$ cat src/inc/sarseq_pkg.sv
// Package for the SAR converter sequencer: offsets, fields, codes, timing
package sarseq_pkg;
    localparam logic [3:0] SARSEQ_OFS_CTRL1 = 4'h0;
    localparam logic [3:0] SARSEQ_OFS_CTRL2 = 4'h2;
    localparam logic [3:0] SARSEQ_OFS_CTRL3 = 4'h4;
    localparam logic [3:0] SARSEQ_OFS_IRQ = 4'h6;
    localparam logic [3:0] SARSEQ_OFS_BUF = 4'h8;
    localparam logic [15:0] SARSEQ_CTRL1_RST = 16'h0000;
    localparam logic [15:0] SARSEQ_CTRL2_RST = 16'h0000;
    localparam logic [15:0] SARSEQ_CTRL3_RST = 16'h0000;
    localparam logic [15:0] SARSEQ_CTRL1_WMASK = 16'ha3e7;
    localparam logic [15:0] SARSEQ_CTRL2_WMASK = 16'he43f;
    localparam logic [15:0] SARSEQ_CTRL3_WMASK = 16'h9fff;
    localparam int SARSEQ_B_ON = 15;
    localparam int SARSEQ_B_IDLE = 13;
    localparam int SARSEQ_B_AUTO_SAMPLE_START = 2;
    localparam int SARSEQ_B_SAMPLE_ACTIVE = 1;
    localparam int SARSEQ_B_DONE = 0;
    localparam int SARSEQ_B_SCAN = 10;
    localparam int SARSEQ_B_FILL = 7;
    localparam int SARSEQ_B_SPLIT = 1;
    localparam int SARSEQ_B_ALT = 0;
    localparam int SARSEQ_B_RC = 15;
    localparam logic [2:0] SARSEQ_TRIG_MANUAL = 3'h0;
    localparam logic [2:0] SARSEQ_TRIG_EXT = 3'h1;
    localparam logic [2:0] SARSEQ_TRIG_T3 = 3'h2;
    localparam logic [2:0] SARSEQ_TRIG_T5 = 3'h4;
    localparam logic [2:0] SARSEQ_TRIG_CTU = 3'h6;
    localparam logic [2:0] SARSEQ_TRIG_AUTO = 3'h7;
    localparam logic [7:0] SARSEQ_DIV_MAX = 8'h3f;
    localparam int SARSEQ_CONV_TADS = 12;
    localparam int SARSEQ_RES_W = 10;
    typedef enum logic [1:0] {
        SARSEQ_FMT_INT = 2'h0,
        SARSEQ_FMT_SINT = 2'h1,
        SARSEQ_FMT_FRAC = 2'h2,
        SARSEQ_FMT_SFRAC = 2'h3
    } sarseq_fmt_e;
    typedef enum logic [1:0] {
        SARSEQ_ST_OFF = 2'b00,
        SARSEQ_ST_HOLD = 2'b01,
        SARSEQ_ST_SAMPLE = 2'b11,
        SARSEQ_ST_CONVERT = 2'b10
    } sarseq_state_e;
    typedef struct packed {
        logic [3:0] addr;
        logic [15:0] wdata;
        logic wr;
        logic rd;
    } sarseq_bus_s;
    typedef struct packed {
        logic timer_three;
        logic timer_five;
        logic charge_time_unit;
        logic external_interrupt_pin;
    } sarseq_trig_s;
endpackage : sarseq_pkg

$ cat src/hdl/sarseq_top.sv
// SAR converter sequencer: control registers, timing, buffer, formatting
`timescale 1ns/1ps
module sarseq_top
    import sarseq_pkg::*;
#(
    parameter int BUF_DEPTH = 16
) (
    input wire logic clk_sys_i,
    input wire logic rst_n_i,
    input wire sarseq_bus_s bus_i,
    output logic [15:0] rdata_o,
    input wire sarseq_trig_s trig_i,
    input wire logic device_idle_i,
    input wire logic rc_tick_i,
    input wire logic [SARSEQ_RES_W-1:0] sar_result_i,
    output logic sample_o,
    output logic use_mux_b_o,
    output logic scan_step_o,
    output logic [1:0] vref_pos_neg_o,
    output logic conversion_irq_flag_o
);
    initial begin
        if (BUF_DEPTH != 16) begin
            $error("BUF_DEPTH must be 16");
        end
    end

    logic [15:0] ctrl1_q;
    logic [15:0] ctrl2_q;
    logic [15:0] ctrl3_q;
    logic [15:0] buf_q [BUF_DEPTH];
    logic [3:0] wptr_q;
    logic fill_q;
    logic [3:0] seq_cnt_q;
    logic irq_q;
    logic alt_b_q;
    logic [7:0] div_q;
    logic [4:0] tad_cnt_q;
    sarseq_state_e st_q;
    logic [15:0] rdata_q;
    logic ext_q;

    wire sel_c1 = bus_i.addr == SARSEQ_OFS_CTRL1;
    wire sel_c2 = bus_i.addr == SARSEQ_OFS_CTRL2;
    wire sel_c3 = bus_i.addr == SARSEQ_OFS_CTRL3;
    wire sel_irq = bus_i.addr == SARSEQ_OFS_IRQ;
    wire sel_buf = bus_i.addr[3];
    wire module_on = ctrl1_q[SARSEQ_B_ON];
    // Idle stop freezes sequencing but keeps registers
    wire run = module_on && !(ctrl1_q[SARSEQ_B_IDLE] && device_idle_i);
    wire [1:0] result_format = ctrl1_q[9:8];
    wire [2:0] trigger_source_select = ctrl1_q[7:5];
    wire auto_sample_start = ctrl1_q[SARSEQ_B_AUTO_SAMPLE_START];
    wire [2:0] reference_select = ctrl2_q[15:13];
    wire split_buffer_mode = ctrl2_q[SARSEQ_B_SPLIT];
    wire [3:0] sequences_per_interrupt = ctrl2_q[5:2];
    wire conv_clock_source = ctrl3_q[SARSEQ_B_RC];
    wire [4:0] sample_time_count = ctrl3_q[12:8];
    wire [7:0] conv_clock_divider = ctrl3_q[7:0];
    // Reserved divider codes clamp to the longest legal period
    wire [7:0] div_lim = (conv_clock_divider > SARSEQ_DIV_MAX) ?
        SARSEQ_DIV_MAX : conv_clock_divider;
    wire sys_tick = div_q == div_lim;
    wire tad_tick = conv_clock_source ? rc_tick_i : sys_tick;

    wire ext_edge = trig_i.external_interrupt_pin && !ext_q;
    logic trig_hit;
    always_comb begin
        unique case (trigger_source_select)
            SARSEQ_TRIG_EXT: trig_hit = ext_edge;
            SARSEQ_TRIG_T3: trig_hit = trig_i.timer_three;
            SARSEQ_TRIG_T5: trig_hit = trig_i.timer_five;
            SARSEQ_TRIG_CTU: trig_hit = trig_i.charge_time_unit;
            SARSEQ_TRIG_AUTO: trig_hit = tad_tick &&
                tad_cnt_q >= sample_time_count;
            default: trig_hit = 1'b0;
        endcase
    end

    wire w_c1 = bus_i.wr && sel_c1;
    wire sw_sample_active_set = w_c1 && bus_i.wdata[SARSEQ_B_SAMPLE_ACTIVE];
    wire sw_sample_active_clr = w_c1 && !bus_i.wdata[SARSEQ_B_SAMPLE_ACTIVE];
    // Manual mode ends sampling on a software clear
    wire end_sample = st_q == SARSEQ_ST_SAMPLE && (trig_hit ||
        (trigger_source_select == SARSEQ_TRIG_MANUAL && sw_sample_active_clr));
    // Gated by run: a free-running tick must not finish a frozen conversion
    wire conv_done = run && st_q == SARSEQ_ST_CONVERT && tad_tick &&
        tad_cnt_q == 5'(SARSEQ_CONV_TADS - 1);
    wire seq_last = seq_cnt_q == sequences_per_interrupt;
    wire irq_event = conv_done && seq_last;

    logic [15:0] fmt_word;
    always_comb begin
        unique case (sarseq_fmt_e'(result_format))
            SARSEQ_FMT_INT: fmt_word = {6'h00, sar_result_i};
            SARSEQ_FMT_SINT: fmt_word = {{7{!sar_result_i[9]}},
                sar_result_i[8:0]};
            SARSEQ_FMT_FRAC: fmt_word = {sar_result_i, 6'h00};
            SARSEQ_FMT_SFRAC: fmt_word = {!sar_result_i[9],
                sar_result_i[8:0], 6'h00};
        endcase
    end

    wire [3:0] half_base = {split_buffer_mode & fill_q, 3'h0};
    wire [3:0] waddr = half_base | wptr_q;

    always_ff @(posedge clk_sys_i or negedge rst_n_i) begin
        if (!rst_n_i) begin
            div_q <= 8'h00;
            ext_q <= 1'b0;
        end else begin
            div_q <= (sys_tick || !run) ? 8'h00 : div_q + 8'h01;
            ext_q <= trig_i.external_interrupt_pin;
        end
    end

    always_ff @(posedge clk_sys_i or negedge rst_n_i) begin
        if (!rst_n_i) begin
            st_q <= SARSEQ_ST_OFF;
            tad_cnt_q <= 5'h00;
        end else if (!module_on) begin
            st_q <= SARSEQ_ST_OFF;
            tad_cnt_q <= 5'h00;
        end else if (run) begin
            unique case (st_q)
                SARSEQ_ST_OFF: st_q <= SARSEQ_ST_HOLD;
                SARSEQ_ST_HOLD: begin
                    tad_cnt_q <= 5'h00;
                    if (sw_sample_active_set) st_q <= SARSEQ_ST_SAMPLE;
                end
                SARSEQ_ST_SAMPLE: begin
                    if (end_sample) begin
                        st_q <= SARSEQ_ST_CONVERT;
                        tad_cnt_q <= 5'h00;
                    end else if (sw_sample_active_clr) begin
                        st_q <= SARSEQ_ST_HOLD;
                    end else if (tad_tick && tad_cnt_q != 5'h1f) begin
                        tad_cnt_q <= tad_cnt_q + 5'h01;
                    end
                end
                SARSEQ_ST_CONVERT: begin
                    if (conv_done) begin
                        tad_cnt_q <= 5'h00;
                        st_q <= auto_sample_start ? SARSEQ_ST_SAMPLE :
                            SARSEQ_ST_HOLD;
                    end else if (tad_tick) begin
                        tad_cnt_q <= tad_cnt_q + 5'h01;
                    end
                end
            endcase
        end
    end

    // Done bit: hardware set wins over a software clear
    wire done_set = conv_done;
    wire done_clr = st_q == SARSEQ_ST_SAMPLE || (w_c1 &&
        !bus_i.wdata[SARSEQ_B_DONE]);
    wire sample_active_now = st_q == SARSEQ_ST_SAMPLE ||
        (st_q == SARSEQ_ST_CONVERT && 1'b0);
    logic [15:0] ctrl1_d;
    always_comb begin
        ctrl1_d = w_c1 ? (bus_i.wdata & SARSEQ_CTRL1_WMASK) : ctrl1_q;
        ctrl1_d[SARSEQ_B_SAMPLE_ACTIVE] = module_on ? sample_active_now : 1'b0;
        if (done_set) begin
            ctrl1_d[SARSEQ_B_DONE] = 1'b1;
        end else if (done_clr) begin
            ctrl1_d[SARSEQ_B_DONE] = 1'b0;
        end else begin
            ctrl1_d[SARSEQ_B_DONE] = ctrl1_q[SARSEQ_B_DONE];
        end
    end

    always_ff @(posedge clk_sys_i or negedge rst_n_i) begin
        if (!rst_n_i) begin
            ctrl1_q <= SARSEQ_CTRL1_RST;
            ctrl2_q <= SARSEQ_CTRL2_RST;
            ctrl3_q <= SARSEQ_CTRL3_RST;
        end else begin
            ctrl1_q <= ctrl1_d;
            if (bus_i.wr && sel_c2) ctrl2_q <= bus_i.wdata &
                SARSEQ_CTRL2_WMASK;
            if (bus_i.wr && sel_c3) ctrl3_q <= bus_i.wdata &
                SARSEQ_CTRL3_WMASK;
        end
    end

    always_ff @(posedge clk_sys_i or negedge rst_n_i) begin
        if (!rst_n_i) begin
            wptr_q <= 4'h0;
            fill_q <= 1'b0;
            seq_cnt_q <= 4'h0;
            alt_b_q <= 1'b0;
        end else if (!module_on) begin
            wptr_q <= 4'h0;
            fill_q <= 1'b0;
            seq_cnt_q <= 4'h0;
            alt_b_q <= 1'b0;
        end else if (conv_done) begin
            alt_b_q <= ctrl2_q[SARSEQ_B_ALT] && !alt_b_q;
            if (seq_last) begin
                seq_cnt_q <= 4'h0;
                wptr_q <= 4'h0;
                fill_q <= split_buffer_mode && !fill_q;
            end else begin
                seq_cnt_q <= seq_cnt_q + 4'h1;
                wptr_q <= split_buffer_mode ? {1'b0, wptr_q[2:0] + 3'h1} :
                    wptr_q + 4'h1;
            end
        end
    end

    // Storage array is cleared while off, so stale results never leak
    for (genvar gi = 0; gi < BUF_DEPTH; gi++) begin : g_buf
        always_ff @(posedge clk_sys_i or negedge rst_n_i) begin
            if (!rst_n_i) begin
                buf_q[gi] <= 16'h0000;
            end else if (!module_on) begin
                buf_q[gi] <= 16'h0000;
            end else if (conv_done && waddr == 4'(gi)) begin
                buf_q[gi] <= fmt_word;
            end
        end
    end

    always_ff @(posedge clk_sys_i or negedge rst_n_i) begin
        if (!rst_n_i) begin
            irq_q <= 1'b0;
        end else if (irq_event) begin
            irq_q <= 1'b1;
        end else if (bus_i.wr && sel_irq && bus_i.wdata[0]) begin
            irq_q <= 1'b0;
        end
    end

    wire [15:0] ctrl2_rd = {ctrl2_q[15:8], fill_q, ctrl2_q[6:0]};
    logic [15:0] rd_mux;
    always_comb begin
        rd_mux = 16'h0000;
        if (sel_buf) rd_mux = buf_q[{1'b0, bus_i.addr[2:0]} << 1 |
            4'h0];
        else if (sel_c1) rd_mux = ctrl1_q;
        else if (sel_c2) rd_mux = ctrl2_rd;
        else if (sel_c3) rd_mux = ctrl3_q;
        else if (sel_irq) rd_mux = {15'h0000, irq_q};
    end

    always_ff @(posedge clk_sys_i or negedge rst_n_i) begin
        if (!rst_n_i) begin
            rdata_q <= 16'h0000;
        end else begin
            rdata_q <= bus_i.rd ? rd_mux : 16'h0000;
        end
    end

    assign rdata_o = rdata_q;
    assign sample_o = st_q == SARSEQ_ST_SAMPLE;
    assign use_mux_b_o = alt_b_q;
    assign scan_step_o = conv_done && ctrl2_q[SARSEQ_B_SCAN];
    // Codes 1xx fall back to supply and ground
    assign vref_pos_neg_o = reference_select[2] ? 2'h0 :
        reference_select[1:0];
    assign conversion_irq_flag_o = irq_q;
endmodule : sarseq_top

$ cat config.mk
export PLATFORM = sky130hd
export DESIGN_NAME = sarseq_top
export DESIGN_NICKNAME = d
export VERILOG_FILES = /design/src/inc/sarseq_pkg.sv /design/src/hdl/sarseq_top.sv
export SDC_FILE = /design/constraint.sdc
export NUM_CORES = 1
export LEC_CHECK = 0
export BUFFER_PORTS_ARGS = -buffer_cell sky130_fd_sc_hd__buf_2
export CORE_MARGIN = 2
export CORE_UTILIZATION = 25
export CTS_BUF_LIST = sky130_fd_sc_hd__clkbuf_16
export DETAILED_ROUTE_END_ITERATION = 10
export SLEW_MARGIN = 30
export SYNTH_ARGS = -nofsm -noshare
export SYNTH_HDL_FRONTEND = slang
export SYNTH_SLANG_ARGS = --single-unit
export TNS_END_PERCENT = 10
$ cat constraint.sdc
create_clock -name clk_sys_i -period 7.12 [get_ports clk_sys_i]
set_clock_uncertainty 0.1 [all_clocks]
set_input_delay 1.424 -clock clk_sys_i [delete_from_list [all_inputs] [get_ports clk_sys_i]]
set_output_delay 1.424 -clock clk_sys_i [all_outputs]
set_load 0.01 [all_outputs]
Word level (Yosys, flattened, before mapping) --
Cells that the tools add are included. Widths: inputs -> output; s select.
Word-level totals: flip-flop bits (word level) 333, input bits 40, output and inout port bits 22, logic and storage cells 240
Operators by class: add/sub/neg operators 5, order comparisons 3, equality and inequality tests 59, muxes and demuxes 80, bitwise logic cells 3, reductions and logical operators 59
Operator list (number):
- $mux 16 | 39
- $bmux 16 s4 | 1
- $pmux 16 s4 | 1
- $logic_and 1x1->1 | 38
- $ne 2x1->1 const B | 19
- $mux 5 | 7
- $eq 4x4->1 const B | 8
- $mux 4 | 7
- $eq 4x3->1 const B | 6
- $mux 2 | 8
- $mux 8 | 2
- $pmux 5 s3 | 1
- $eq 4x2->1 const B | 3
- $mux 1 | 12
- $ne 4x4->1 const B | 3
- $eq 3x3->1 const B | 3
- $add 4x1->4 const B | 2
- $add 8x1->8 const B | 1
- $eq 2x2->1 const B | 4
- $eq 8x8->1 | 1
- $gt 8x6->1 const B | 1
- $logic_not 1->1 | 8
- $logic_not 4->1 | 2
- $pmux 2 s4 | 1
- 25 further kinds | 31

Longest topological paths before layout --
Gate-level depths: netlist of the first run.
depth after elaboration 12, depth in mapped cells 10, depth with buffers taken out 9

Worst setup path after synthesis of the first run --
OpenSTA, ideal clock, no wires.
kind input -> output, start input device_idle_i, end output scan_step_o, data arrival time 2.554 ns, data required time 5.596 ns, setup slack 3.042 ns, stages on the path 3, buffers on the path 0, cell sequence and2_1 nor4_2 and3_1
Between the ends: cells in the longest elaborated chain, start to end 7
Ends and longest elaborated chain:
- from (decl) | line sarseq_top.sv:13 | input wire logic device_idle_i,
- $logic_and 1x1->1 | line sarseq_top.sv:50 | wire run = module_on && !(ctrl1_q[SARSEQ_B_IDLE] && device_idle_i);
- $logic_not 1->1 | line sarseq_top.sv:50
- $logic_and 1x1->1 | line sarseq_top.sv:50
- $logic_and 1x1->1 (3 in a row) | line sarseq_top.sv:87 | wire conv_done = run && st_q == SARSEQ_ST_CONVERT && tad_tick &&
- $logic_and 1x1->1 | line sarseq_top.sv:258 | assign scan_step_o = conv_done && ctrl2_q[SARSEQ_B_SCAN];
- to (decl) | line sarseq_top.sv:18 | output logic scan_step_o,
No other way between the ends.

Final worst setup path of the first run --
start register ctrl3_q[7], end output scan_step_o
Between the ends: cells in the longest elaborated chain, start to end 7
Ends and longest elaborated chain:
- from (decl) | line sarseq_top.sv:30 | logic [15:0] ctrl3_q;
- from (signal assigned) | line sarseq_top.sv:182 | if (bus_i.wr && sel_c3) ctrl3_q <= bus_i.wdata &
- $gt 8x6->1 | line sarseq_top.sv:61 | wire [7:0] div_lim = (conv_clock_divider > SARSEQ_DIV_MAX) ?
- $mux 8 * | line sarseq_top.sv:61
- $eq 8x8->1 * | line sarseq_top.sv:63 | wire sys_tick = div_q == div_lim;
- $mux 1 * | line sarseq_top.sv:64 | wire tad_tick = conv_clock_source ? rc_tick_i : sys_tick;
- $logic_and 1x1->1 * (2 in a row) | line sarseq_top.sv:87
- $logic_and 1x1->1 * | line sarseq_top.sv:258
Mark *: on every way between the ends. The rest lies on a longest branch, timed or not.

==> insert_results.sql, run 1 <==
INSERT INTO impl_metrics (metric_group, metric, value, unit) VALUES
('synth', 'syn-num-nets', '961', ''),
('routing', 'finalWirelength', '26800', 'um'),
('placement', 'dp_hpwl', '17300', 'um'),
('timing', 'max_clock_freq', '249', 'MHz'),
('clock_network', 'number_of_cts_inserted_buffers', '23', ''),
('routing', 'post_drt_wl_per_cell', '18.0', 'um'),
('synth', 'synth_edf_count', '0', ''),
('worst_setup_path', 'path_class', 'flop to output port', ''),
('synth', 'synth.cell_area', '10300', 'um^2'),
('timing', 'post-route-period-util', '56.4', '%'),
('synth', 'synthDominantCellAreaShare', '49.7', '%'),
('synth', 'fraction_of_the_mapped_netlist_area_in_compound_gates', '9.28', '%'),
('timing', 'finalSetupViolations', '0', ''),
('timing', 'tightest_slew', '874', 'ps'),
('routing', 'drc', '0', ''),
('global_route', 'global_route_wire_length_before_repair', '43900', 'um'),
('clock_network', 'cts.sinks', '205', ''),
('synth', 'post_synth_inst_count', '905', ''),
('pwr', 'leakage_power_of_the_design', '5.48', 'nW'),
('synth', 'ys_seq_elements', '205', ''),
('synth', 'synthAdderAreaFrac', '1.94', '%'),
('placement', 'gp_congestion', '0.818', ''),
('pwr', 'irDropWorstVdd', '0.000158', 'V'),
('worst_setup_path', 'crit_path_max_fanout', '7', ''),
('global_route', 'number_of_antenna_violations_at_the_first_check_in_global_routing', '2', ''),
('final_layout', 'n_antenna_cell', '0', ''),
('final_layout', 'final_core_util', '28.8', '%'),
('routing', 'ant_nets', '0', ''),
('worst_setup_path', 'crit_path_cell_trace', 'nor4b_1 > a22oi_1 > a221oi_2 > a31o_4 > and3_1 > buf_2', ''),
('clock_network', 'hold_buffers', '0', ''),
('clock_network', 'tritoncts', 'built', ''),
('synth', 'synth-seq-area-share', '49.7', '%'),
('synth', 'synth_area_leader_cell', 'dfrtp_1', ''),
('placement', 'placed_instances', '1450', ''),
('final_layout', 'post_layout_nonfiller_instances', '1491', ''),
('floorplan', 'effective_utilization_at_floorplan', '25.3', '%'),
('synth', 'synth_async_sr_flop_share', '100', '%'),
('final_layout', 'design.final.nets', '999', ''),
('synth', 'synthTopCellsByCount', '205 x dfrtp_1, 104 x nand2_1, 83 x nand3_1', ''),
('clock_network', 'gates_resized_cts_repair', '0', ''),
('synth', 'postSynthAreaPerCell', '11.4', 'um^2'),
('timing', 'setup_repair_after_global_routing_missed_its_margin', 'false', ''),
('floorplan', 'boundary_pin_count', '62', ''),
('clock_network', 'clock_tree.buffer_depth', '3', ''),
('worst_setup_path', 'timing.critical_path.slowest_stage_cell', 'a221oi_2', ''),
('outcome', 'status', 'complete, no violations', ''),
('worst_setup_path', 'start_kind', 'flop', ''),
('synth', 'yosys_warnings', '0', ''),
('worst_setup_path', 'timing.rr.start', 'ctrl1_q[15]', ''),
('flow_run', 'max_capacitance_violation_count', '0', ''),
('synth', 'ys_top_cells_by_area', 'dfrtp_1 50%, mux4_2 7.2%, mux2i_1 7.1%', ''),
('worst_setup_path', 'ff2ff_setup_slack', '3950', 'ps'),
('final_layout', 'layout-drive-gt1-share', '22.6', '%'),
('synth', 'synth-main-ff-cell', 'dfrtp_1', ''),
('worst_setup_path', 'timing.critical_path.slowest_cell_delay', '440', 'ps'),
('routing', 'dr.pass1.iters', '5', ''),
('routing', 'drt_iter0_drc', '593', ''),
('pwr', 'power.density_cell_area', '237', 'nW/um^2'),
('worst_setup_path', 'critPathRequiredTime', '5600', 'ps'),
('worst_setup_path', 'r2r-end', 'buf_q[91]', ''),
('global_route', 'grt_max_degree', '106', ''),
('final_layout', 'syn2layout_area_growth', '13.9', '%'),
('timing', 'maxSlewHeadroom', '41.6', '%'),
('worst_setup_path', 'crit_path_start', 'ctrl3_q[7]', ''),
('clock_network', 'h-tree-depth', '1', ''),
('clock_network', 'worst_setup_hold_path_clk_slew', '60', 'ps'),
('floorplan', 'die_width', '207', 'um'),
('synth', 'synth_xor_xnor_area_share', '1.10', '%'),
('synth', 'synth_top_family_by_area', 'multiplexers', ''),
('floorplan', 'die_h', '207', 'um'),
('routing', 'vias', '7279', '');
metal layers:
metal | routed length, um | part of all wire [%] | vias up | track usage [%]
met5 | 22 | 0.082 | - | 0
met1 | 13300 | 49 | 3686 | 19.1
li1 | - | - | 3358 | -
met4 | 426 | 1.6 | 4 | 2.12
met3 | 1360 | 5.1 | 39 | 2.01
met2 | 11800 | 44 | 192 | 19.4
metrics by stage:
step	hold WS, ps	total power, mW	area, um^2	setup WS, ps
after floorplan	373	1.59	10300	3040
after global placement	387	1.73	11100	2720
after detailed placement	398	1.74	11100	2650
after CTS	412	2.81	11800	3080
after global routing	431	2.91	11800	2880
final	408	2.79	11800	3100
report_power, final:
group	total [mW]	switching, mW	internal (mW)
combinational	0.394	0.241	0.153
clock	1.07	0.481	0.588
sequential	1.32	0.103	1.22
critical path, delay by kind of cell (launching register included):
family	cells	cell delay [ps]
flops	1	430
simple gates	2	520
compound gates	3	870
buf+inv	1	140
state kept, by name, indices dropped and copies added, names as in the netlist:
name	flops
buf_q	128
rdata_o	16
ctrl3_q	14
ctrl1_q	10
ctrl2_q	10
div_q	8
tad_cnt_q	5
seq_cnt_q	4
wptr_q	4
st_q	2
conversion_irq_flag_o	1
ext_q	1
fill_q	1
use_mux_b_o	1
cells in the final DEF (no fill, tap or decap), types with 6 or more instances in the layout:
cell type    n
dfrtp_1    204
nand2_1    104
nand3_1     83
mux2i_1     73
buf_2       60
mux2_2      55
o21ai_0     47
o21ai_1     34
mux4_2      33
nor2b_1     25
nor2_1      23
clkbuf_16   23
inv_1       22
ha_1        16
a22oi_1     13
buf_4       11
a21oi_1      8
xnor2_1      8
and2_1       7
a22o_1       6
and3_1       6
how the worst min path moves through the flow:
stage | start | to | slack, ps | cells after the start
after global placement | buf_q[247] | buf_q[247] | 390 | 2
final | buf_q[254] | buf_q[254] | 410 | 2
after detailed placement | buf_q[250] | buf_q[250] | 400 | 2
after global routing | buf_q[249] | buf_q[249] | 430 | 2
after floorplan | buf_q[208] | buf_q[208] | 370 | 2
after CTS | buf_q[254] | buf_q[254] | 410 | 2
logic make-up after synthesis:
kind of cell	count (synthesis)
adder cells (fa/ha/maj)	16
XOR/XNOR	13
AO/OA/AOI/OAI	148
buffers and inverters	76
AND/OR/NAND/NOR	286
flip-flops	205
multiplexers	161
area by class of cell:
type,instances,area [um^2]
flip-flops and latches,205,5130
multi-input cells,624,4840
inverters,17,63.8
clock buffers,23,576
repair buffers,72,397
clock inverters,18,91.3
fillers,4191,29100
well taps,532,666
Note: power is estimated with default switching activity, not from simulation.
==> inputs of run 2 (changes only) <==
--- a/config.mk
+++ b/config.mk
@@ -5,6 +5,7 @@
 export SDC_FILE = /design/constraint.sdc
 export NUM_CORES = 1
 export LEC_CHECK = 0
+export ABC_AREA = 1
 export BUFFER_PORTS_ARGS = -buffer_cell sky130_fd_sc_hd__buf_2
 export CORE_MARGIN = 2
 export CORE_UTILIZATION = 25
==> constraint.sdc (replaced) <==
create_clock -name clk_sys_i -period 3.6 [get_ports clk_sys_i]
set_clock_uncertainty 0.1 [all_clocks]
set_input_delay 0.72 -clock clk_sys_i [delete_from_list [all_inputs] [get_ports clk_sys_i]]
set_output_delay 0.72 -clock clk_sys_i [all_outputs]
set_load 0.01 [all_outputs]
==> run 2 against run 1 <==
Against the previous run:
- critical endpoint unchanged
- clock-buffer cell count rose by 1
- register-to-register slack got worse by 3400 ps
- clock power rose by 130%
- synthesized area fell by 0.73%
==> insert_results.sql, run 2 <==
INSERT INTO impl_metrics (metric_group, metric, value, unit) VALUES
('synth', 'synthMostInstantiatedCell', 'nand2_1', ''),
('synth', 'post_synth_inst_count', '1283', ''),
('worst_setup_path', 'crit_path_max_fanout', '13', ''),
('clock_network', 'tritoncts', 'built', ''),
('timing', 'max_clock_freq', '298', 'MHz'),
('timing', 'finalSetupViolations', '0', ''),
('pwr', 'power.density_cell_area', '517', 'nW/um^2'),
('floorplan', 'fp.coreArea', '40600', 'um^2'),
('placement', 'placed_instances', '1844', ''),
('synth', 'synth_cell_type_count', '47', ''),
('worst_hold_path', 'worst_hold_path_type', 'primary input to async pin', ''),
('clock_network', 'cts.sinks', '205', ''),
('clock_network', 'clock_tree.buffer_depth', '3', ''),
('final_layout', 'post_layout_nonfiller_instances', '1888', ''),
('placement', 'post-place-ws', '421', 'ps'),
('timing', 'setup_slack', '244', 'ps'),
('routing', 'dr.pass1.iters', '5', ''),
('timing', 'post-route-period-util', '93.2', '%'),
('clock_network', 'hold_buffers', '0', ''),
('floorplan', 'effective_utilization_at_floorplan', '25.2', '%'),
('timing', 'timing.final.hold_violations', '0', ''),
('timing', 'maxSlewHeadroom', '36.5', '%'),
('synth', 'synthDominantCellAreaShare', '50.0', '%'),
('synth', 'synth-main-ff-cell', 'dfrtp_1', ''),
('synth', 'ys_seq_elements', '205', ''),
('timing', 'setup_repair_after_global_routing_missed_its_margin', 'false', ''),
('synth', 'synth_async_sr_flop_share', '100', '%'),
('outcome', 'status', 'complete, no violations', ''),
('timing', 'tns', '0', 'ps'),
('global_route', 'grt_max_degree', '86', ''),
('pwr', 'leakage_power_of_the_design', '6.02', 'nW'),
('clock_network', 'number_of_cts_inserted_buffers', '24', ''),
('worst_setup_path', 'critical_path.endpoint_type', 'output port', ''),
('synth', 'postSynthAreaPerCell', '7.99', 'um^2'),
('global_route', 'grtUsageTotal', '15.6', '%'),
('final_layout', 'syn2layout_area_growth', '17.1', '%'),
('clock_network', 'h-tree-depth', '1', ''),
('global_route', 'number_of_antenna_violations_at_the_first_check_in_global_routing', '0', ''),
('routing', 'vias', '9351', ''),
('flow_run', 'max_capacitance_violation_count', '0', ''),
('timing', 'final_max_slew_viol_count', '0', ''),
('synth', 'yosys_warnings', '0', ''),
('final_layout', 'final_cell_mix', '423 x nand2_1, 204 x dfrtp_1, 183 x nand3_1, 89 x inv_1, 66 x a21oi_1', ''),
('final_layout', 'n_antenna_cell', '0', ''),
('floorplan', 'die_width', '207', 'um'),
('synth', 'syn-num-nets', '1339', ''),
('worst_setup_path', 'path_class', 'flop to output port', ''),
('placement', 'gp_congestion', '0.890', ''),
('clock_network', 'worst_setup_hold_path_clk_slew', '60', 'ps'),
('routing', 'finalWirelength', '33200', 'um'),
('final_layout', 'reg_with_most_ffs', 'buf_q', ''),
('synth', 'synth_area_leader_cell', 'dfrtp_1', ''),
('final_layout', 'layout.filler_cells', '4300', ''),
('routing', 'drt_iter0_drc', '822', ''),
('routing', 'drc', '0', ''),
('routing', 'drt-vias-per-instance', '4.95', ''),
('worst_setup_path', 'start_kind', 'flop', ''),
('synth', 'synthTopCellsByCount', '423 x nand2_1, 205 x dfrtp_1, 183 x nand3_1', ''),
('synth', 'synth_edf_count', '0', ''),
('worst_setup_path', 'cp.arrival', '2540', 'ps'),
('floorplan', 'floorplan.rows', '74', ''),
('floorplan', 'die_h', '207', 'um'),
('routing', 'post_drt_wl_per_cell', '17.6', 'um'),
('final_layout', 'design.final.nets', '1394', ''),
('placement', 'dp_hpwl', '22700', 'um'),
('synth', 'ys_top_cells_by_area', 'dfrtp_1 50%, nand2_1 15%, nand3_1 8.9%', ''),
('timing', 'layout_min_cycle_time', '3360', 'ps'),
('synth', 'synth-seq-area-share', '50.0', '%'),
('placement', 'dpl_cell_area', '11200', 'um^2'),
('timing', 'tightest_slew', '953', 'ps'),
('timing', 'final.hold.worst_slack', '106', 'ps'),
('floorplan', 'boundary_pin_count', '62', ''),
('final_layout', 'finalInstanceArea', '12000', 'um^2'),
('worst_setup_path', 'critPathRequiredTime', '2780', 'ps'),
('placement', 'port_buffers', '61', ''),
('clock_network', 'clkLatencyLatePin', '540', 'ps'),
('final_layout', 'mostFrequentLayoutCell', 'nand2_1', ''),
('synth', 'synth.cell_area', '10300', 'um^2'),
('final_layout', 'largest_reg_flops', '128', ''),
('floorplan', 'floorplan.die_area', '42700', 'um^2'),
('routing', 'ant_nets', '0', ''),
('pwr', 'irDropWorstVdd', '0.000315', 'V'),
('global_route', 'overflow_left_after_global_routing', '0', ''),
('global_route', 'via_count_of_the_first_global_routing_pass', '9100', ''),
('global_route', 'global_route_wire_length_before_repair', '51900', 'um'),
('final_layout', 'layout-drive-gt1-share', '11.7', '%'),
('clock_network', 'ctsRootBufferMaster', 'clkbuf_16', '');
-- run 2: cell types whose count changed after synthesis, moves of 9 or more --
| cell | change |
|---|---|
| nand3_1 | +100 |
| a221oi_1 | +13 |
| inv_2 | +9 |
| a21oi_1 | +58 |
| mux4_2 | -33 |
| nor3_1 | +12 |
| o21ai_0 | +17 |
| nor2b_1 | -25 |
| nor2_1 | +24 |
| inv_1 | +69 |
| mux2i_1 | -73 |
| o21ai_1 | -33 |
| mux2_2 | -53 |
| nand2_1 | +319 |
-- run 2: kinds of logic (layout without fill, tap and decap cells) --
kind of cell | Yosys count | count (layout) | share of synthesized area, %
DFF | 205 | 205 | 50.0
buffers and inverters | 163 | 236 | 6.50
and+or+nand+nor | 694 | 694 | 29.1
muxes | 2 | 2 | 0.220
xor gates and xnor gates | 11 | 11 | 0.940
adders and majority gates | 16 | 16 | 1.95
AOI/OAI and AO/OA | 192 | 192 | 11.3
-- run 2: where the power goes --
| part | leakage [nW] | switching [mW] | internal (mW) |
|---|---|---|---|
| Clock | 0.389 | 1.00 | 1.43 |
| Combinational | 2.86 | 0.806 | 0.311 |
| Sequential | 2.77 | 0.160 | 2.50 |
| Total | 6.02 | 1.97 | 4.24 |
-- run 2: what timing repair did --
action / 4_1_cts / 5_1_grt
endpoints found under the hold margin: 0 / 0
setup buffers: 0 / 0
endpoints found under the setup margin: 0 / 1
resized for setup: 0 / 1
-- run 2: layout make-up --
type	count	area, um^2	share of cell area, %
flip-flops and latches	205	5130	42.8
multi-input cells	915	4470	37.2
inverters	98	368	3.06
well taps	532	666	5.54
clock buffers	24	601	5.00
repair buffers	94	587	4.89
clock inverters	20	186	1.55
-- run 2: final timing paths --
kind	startpoint	endpoint	slack, ps	depth (start not counted)
setup / recovery	ctrl3_q[7]	scan_step_o	240	12
hold / removal	rst_n_i	ctrl2_q[5]	110	1
setup reg to reg	ctrl3_q[7]	buf_q[92]	600	15
hold reg to reg	ctrl3_q[1]	ctrl3_q[1]	390	2
max in group asynchronous	rst_n_i	buf_q[216]	2300	2
min in group clk_sys_i	trig_i[0]	ext_q	210	1
-- run 2: worst max-delay path, cell delays in order (launching register included) --
cell	delay (ps)
dfrtp_1	420
nor2_4	250
nand2_1	110
nand2_1	70
nand2_1	50
nor2_1	80
nand2_1	140
o21bai_2	200
nand2_2	100
inv_2	70
nand2_4	150
nor2_1	200
buf_2	160
-- run 2: metrics by stage --
step                      util [%]  power, mW
after floorplan                  -       3.36
after global placement        27.6       3.77
after detailed placement      27.6       3.79
after CTS                     29.5       6.23
after global routing          29.5       6.50
final                         29.5       6.21
-- run 2: routing by layer --
layer	track usage [%]	routed length, um	up-vias
met3	3.11	2640	61
met4	6.35	1190	0
li1	-	-	4379
met2	23.9	15000	383
met5	0	0	-
met1	21.6	14300	4528
==> inputs of run 3 (changes only) <==
--- a/config.mk
+++ b/config.mk
@@ -7,7 +7,6 @@
 export LEC_CHECK = 0
 export ABC_AREA = 1
 export BUFFER_PORTS_ARGS = -buffer_cell sky130_fd_sc_hd__buf_2
-export CORE_MARGIN = 2
 export CORE_UTILIZATION = 25
 export CTS_BUF_LIST = sky130_fd_sc_hd__clkbuf_16
 export DETAILED_ROUTE_END_ITERATION = 10
==> run 3 against run 2 <==
Against the previous run:
- sequential share of layout area up 0.40 points
- sequential power hardly changed
- utilization increased by 0.13 points
- combinational power is essentially flat
- via count fell by 1.3%
- final cell count fell by 0.64%
- die area decreased by 1.9%
- clock-buffer cell count is 1 higher
- flip-flop and latch count unchanged
- largest cell class unchanged
- highest routed layer unchanged
==> insert_results.sql, run 3 (synthesis results as in run 2) <==
INSERT INTO impl_metrics (metric_group, metric, value, unit) VALUES
('timing', 'maxSlewHeadroom', '35.2', '%'),
('worst_hold_path', 'worst_hold_path_type', 'primary input to async pin', ''),
('timing', 'post-route-period-util', '92.9', '%'),
('worst_setup_path', 'start_kind', 'flop', ''),
('routing', 'finalWirelength', '33000', 'um'),
('worst_setup_path', 'worst_path_dominant_cell_family', 'simple AND/OR/NAND/NOR gates', ''),
('pwr', 'power.combinational.fraction', '18.7', '%'),
('global_route', 'global_route_wire_length_before_repair', '52500', 'um'),
('routing', 'drt-vias-per-instance', '4.92', ''),
('placement', 'gp_congestion', '0.880', ''),
('routing', 'drt_iter0_drc', '998', ''),
('final_layout', 'largest_reg_flops', '128', ''),
('timing', 'finalSetupViolations', '0', ''),
('worst_setup_path', 'cp.arrival', '2520', 'ps'),
('clock_network', 'clock_tree.buffer_depth', '3', ''),
('floorplan', 'boundary_pin_count', '62', ''),
('flow_run', 'max_capacitance_violation_count', '0', ''),
('routing', 'dr.pass1.iters', '7', ''),
('floorplan', 'die_h', '205', 'um'),
('clock_network', 'number_of_cts_inserted_buffers', '24', ''),
('final_layout', 'finalInstanceArea', '11900', 'um^2'),
('worst_setup_path', 'path_class', 'flop to output port', ''),
('pwr', 'leakage_power_of_the_design', '6.00', 'nW'),
('global_route', 'grtUsageTotal', '16.0', '%'),
('routing', 'post_drt_wl_per_cell', '17.6', 'um'),
('final_layout', 'design.final.nets', '1392', ''),
('floorplan', 'fp.coreArea', '40100', 'um^2'),
('timing', 'final.hold.worst_slack', '118', 'ps'),
('global_route', 'overflow_left_after_global_routing', '0', ''),
('floorplan', 'effective_utilization_at_floorplan', '25.6', '%'),
('final_layout', 'reg_with_most_ffs', 'buf_q', ''),
('pwr', 'power_report.internal_total', '4.12', 'mW'),
('worst_setup_path', 'critical_path.n_buffers_inverters', '2', ''),
('worst_setup_path', 'crit_path_max_fanout', '13', ''),
('routing', 'drc', '0', ''),
('pwr', 'p_clk_share', '37.4', '%'),
('pwr', 'power.density_cell_area', '509', 'nW/um^2'),
('timing', 'tightest_slew', '972', 'ps'),
('clock_network', 'cts.sinks', '205', ''),
('final_layout', 'syn2layout_area_growth', '16.0', '%'),
('pwr', 'power.switching_fraction', '31.9', '%'),
('global_route', 'via_count_of_the_first_global_routing_pass', '8963', ''),
('pwr', 'irDropWorstVdd', '0.000365', 'V'),
('timing', 'tns', '0', 'ps'),
('clock_network', 'h-tree-depth', '1', ''),
('outcome', 'status', 'complete, no violations', ''),
('pwr', 'net-switching-power', '1.93', 'mW'),
('timing', 'final_max_slew_viol_count', '0', ''),
('floorplan', 'floorplan.die_area', '41800', 'um^2'),
('placement', 'dpl_cell_area', '11200', 'um^2'),
('pwr', 'p_seq_share', '43.9', '%'),
('routing', 'vias', '9227', ''),
('floorplan', 'die_width', '205', 'um'),
('worst_setup_path', 'critPathRequiredTime', '2780', 'ps'),
('worst_setup_path', 'timing.critical_path.slowest_stage_cell', 'dfrtp_1', ''),
('final_layout', 'mostFrequentLayoutCell', 'nand2_1', ''),
('clock_network', 'clkLatencyLatePin', '530', 'ps'),
('routing', 'ant_nets', '0', ''),
('clock_network', 'tritoncts', 'built', ''),
('final_layout', 'post_layout_nonfiller_instances', '1876', ''),
('timing', 'layout_min_cycle_time', '3340', 'ps'),
('timing', 'setup_repair_after_global_routing_missed_its_margin', 'false', ''),
('global_route', 'number_of_antenna_violations_at_the_first_check_in_global_routing', '0', ''),
('placement', 'port_buffers', '61', ''),
('final_layout', 'layout-drive-gt1-share', '11.0', '%'),
('clock_network', 'hold_buffers', '0', ''),
('worst_setup_path', 'critPathMostFrequentCell', 'nand2_1', ''),
('floorplan', 'floorplan.rows', '73', ''),
('worst_setup_path', 'timing.critical_path.slowest_cell_delay', '420', 'ps'),
('worst_setup_path', 'crit_path_cell_trace', 'nor2_4 > nand2_1 > nand2_1 > nand2_1 > nor2_1 > nand2_1 > o21bai_2 > nand2_2 > inv_2 > nand2_4 > nor2_1 > buf_2', ''),
('final_layout', 'n_antenna_cell', '0', ''),
('global_route', 'grt_max_degree', '76', ''),
('timing', 'timing.final.hold_violations', '0', ''),
('clock_network', 'worst_setup_hold_path_clk_slew', '60', 'ps'),
('placement', 'placed_instances', '1835', ''),
('timing', 'max_clock_freq', '299', 'MHz'),
('clock_network', 'ctsRootBufferMaster', 'clkbuf_16', ''),
('worst_setup_path', 'critical_path.endpoint_type', 'output port', ''),
('placement', 'dp_hpwl', '22400', 'um'),
('final_layout', 'final_cell_mix', '423 x nand2_1, 204 x dfrtp_1, 183 x nand3_1, 94 x inv_1, 65 x a21oi_1', '');
run 3: cell count changes in the layout (fill, tap and decap cells not counted), moves of 2 or more:
cell,before,now
inv_1,89,94
clkinvlp_4,4,0
clkinv_2,4,1
bufinv_16,3,1
run 3: layer usage:
metal,part of all wire (%),routed length [um],track usage (%)
met5,0,0,0
met4,3.3,1100,6.18
met3,7.2,2380,2.82
met2,45,14900,24.4
met1,44,14600,22.5
run 3: power by group through the flow:
| stage | logic (mW) | clock network [mW] | registers [mW] |
|---|---|---|---|
| CTS | 1.12 | 2.29 | 2.65 |
| global placement | 1.10 | 0 | 2.69 |
| detailed placement | 1.12 | 0 | 2.69 |
| floorplan | 0.723 | 0 | 2.64 |
| global route | 1.26 | 2.40 | 2.68 |
| finish | 1.13 | 2.27 | 2.66 |
run 3: what timing repair did:
| item | in CTS | in global routing |
|---|---|---|
| setup buffers | 0 | 0 |
| endpoints found under the setup margin | 0 | 1 |
| gates resized for setup | 0 | 1 |
run 3: area by class of cell:
class	count	area (um^2)
fillers	4247	28200
well taps	525	657
flip-flops and latches	205	5130
clock inverters	16	87.6
clock buffers	25	626
inverters	98	368
repair buffers	92	559
multi-input cells	915	4470
run 3: final timing paths:
path / endpoint / startpoint / slack (ps) / cells past startpoint
worst max-delay path: scan_step_o / ctrl3_q[7] / 260 / 12
worst min-delay path: div_q[1] / rst_n_i / 120 / 1
worst max register to register: buf_q[92] / ctrl3_q[7] / 510 / 15
worst min register to register: div_q[0] / div_q[0] / 390 / 1
max in group asynchronous: buf_q[84] / rst_n_i / 2350 / 2
min in group clk_sys_i: ext_q / trig_i[0] / 230 / 1
run 3: worst reg2reg max path, delay by kind of cell, from the launching register on:
kind                   cells  cell delay, ps
AOI/OAI and AO/OA          2             340
and+or+nand+nor           10            1470
DFF                        1             420
buffers and inverters      3             700
run 3: stage by stage:
stage               setup WS [ps]  util (%)  power (mW)
floorplan                    1040         -        3.36
global placement              230      27.9        3.79
detailed placement            178      27.9        3.81
CTS                           130      29.6        6.06
global route                 71.1      29.7        6.35
finish                        255      29.7        6.05
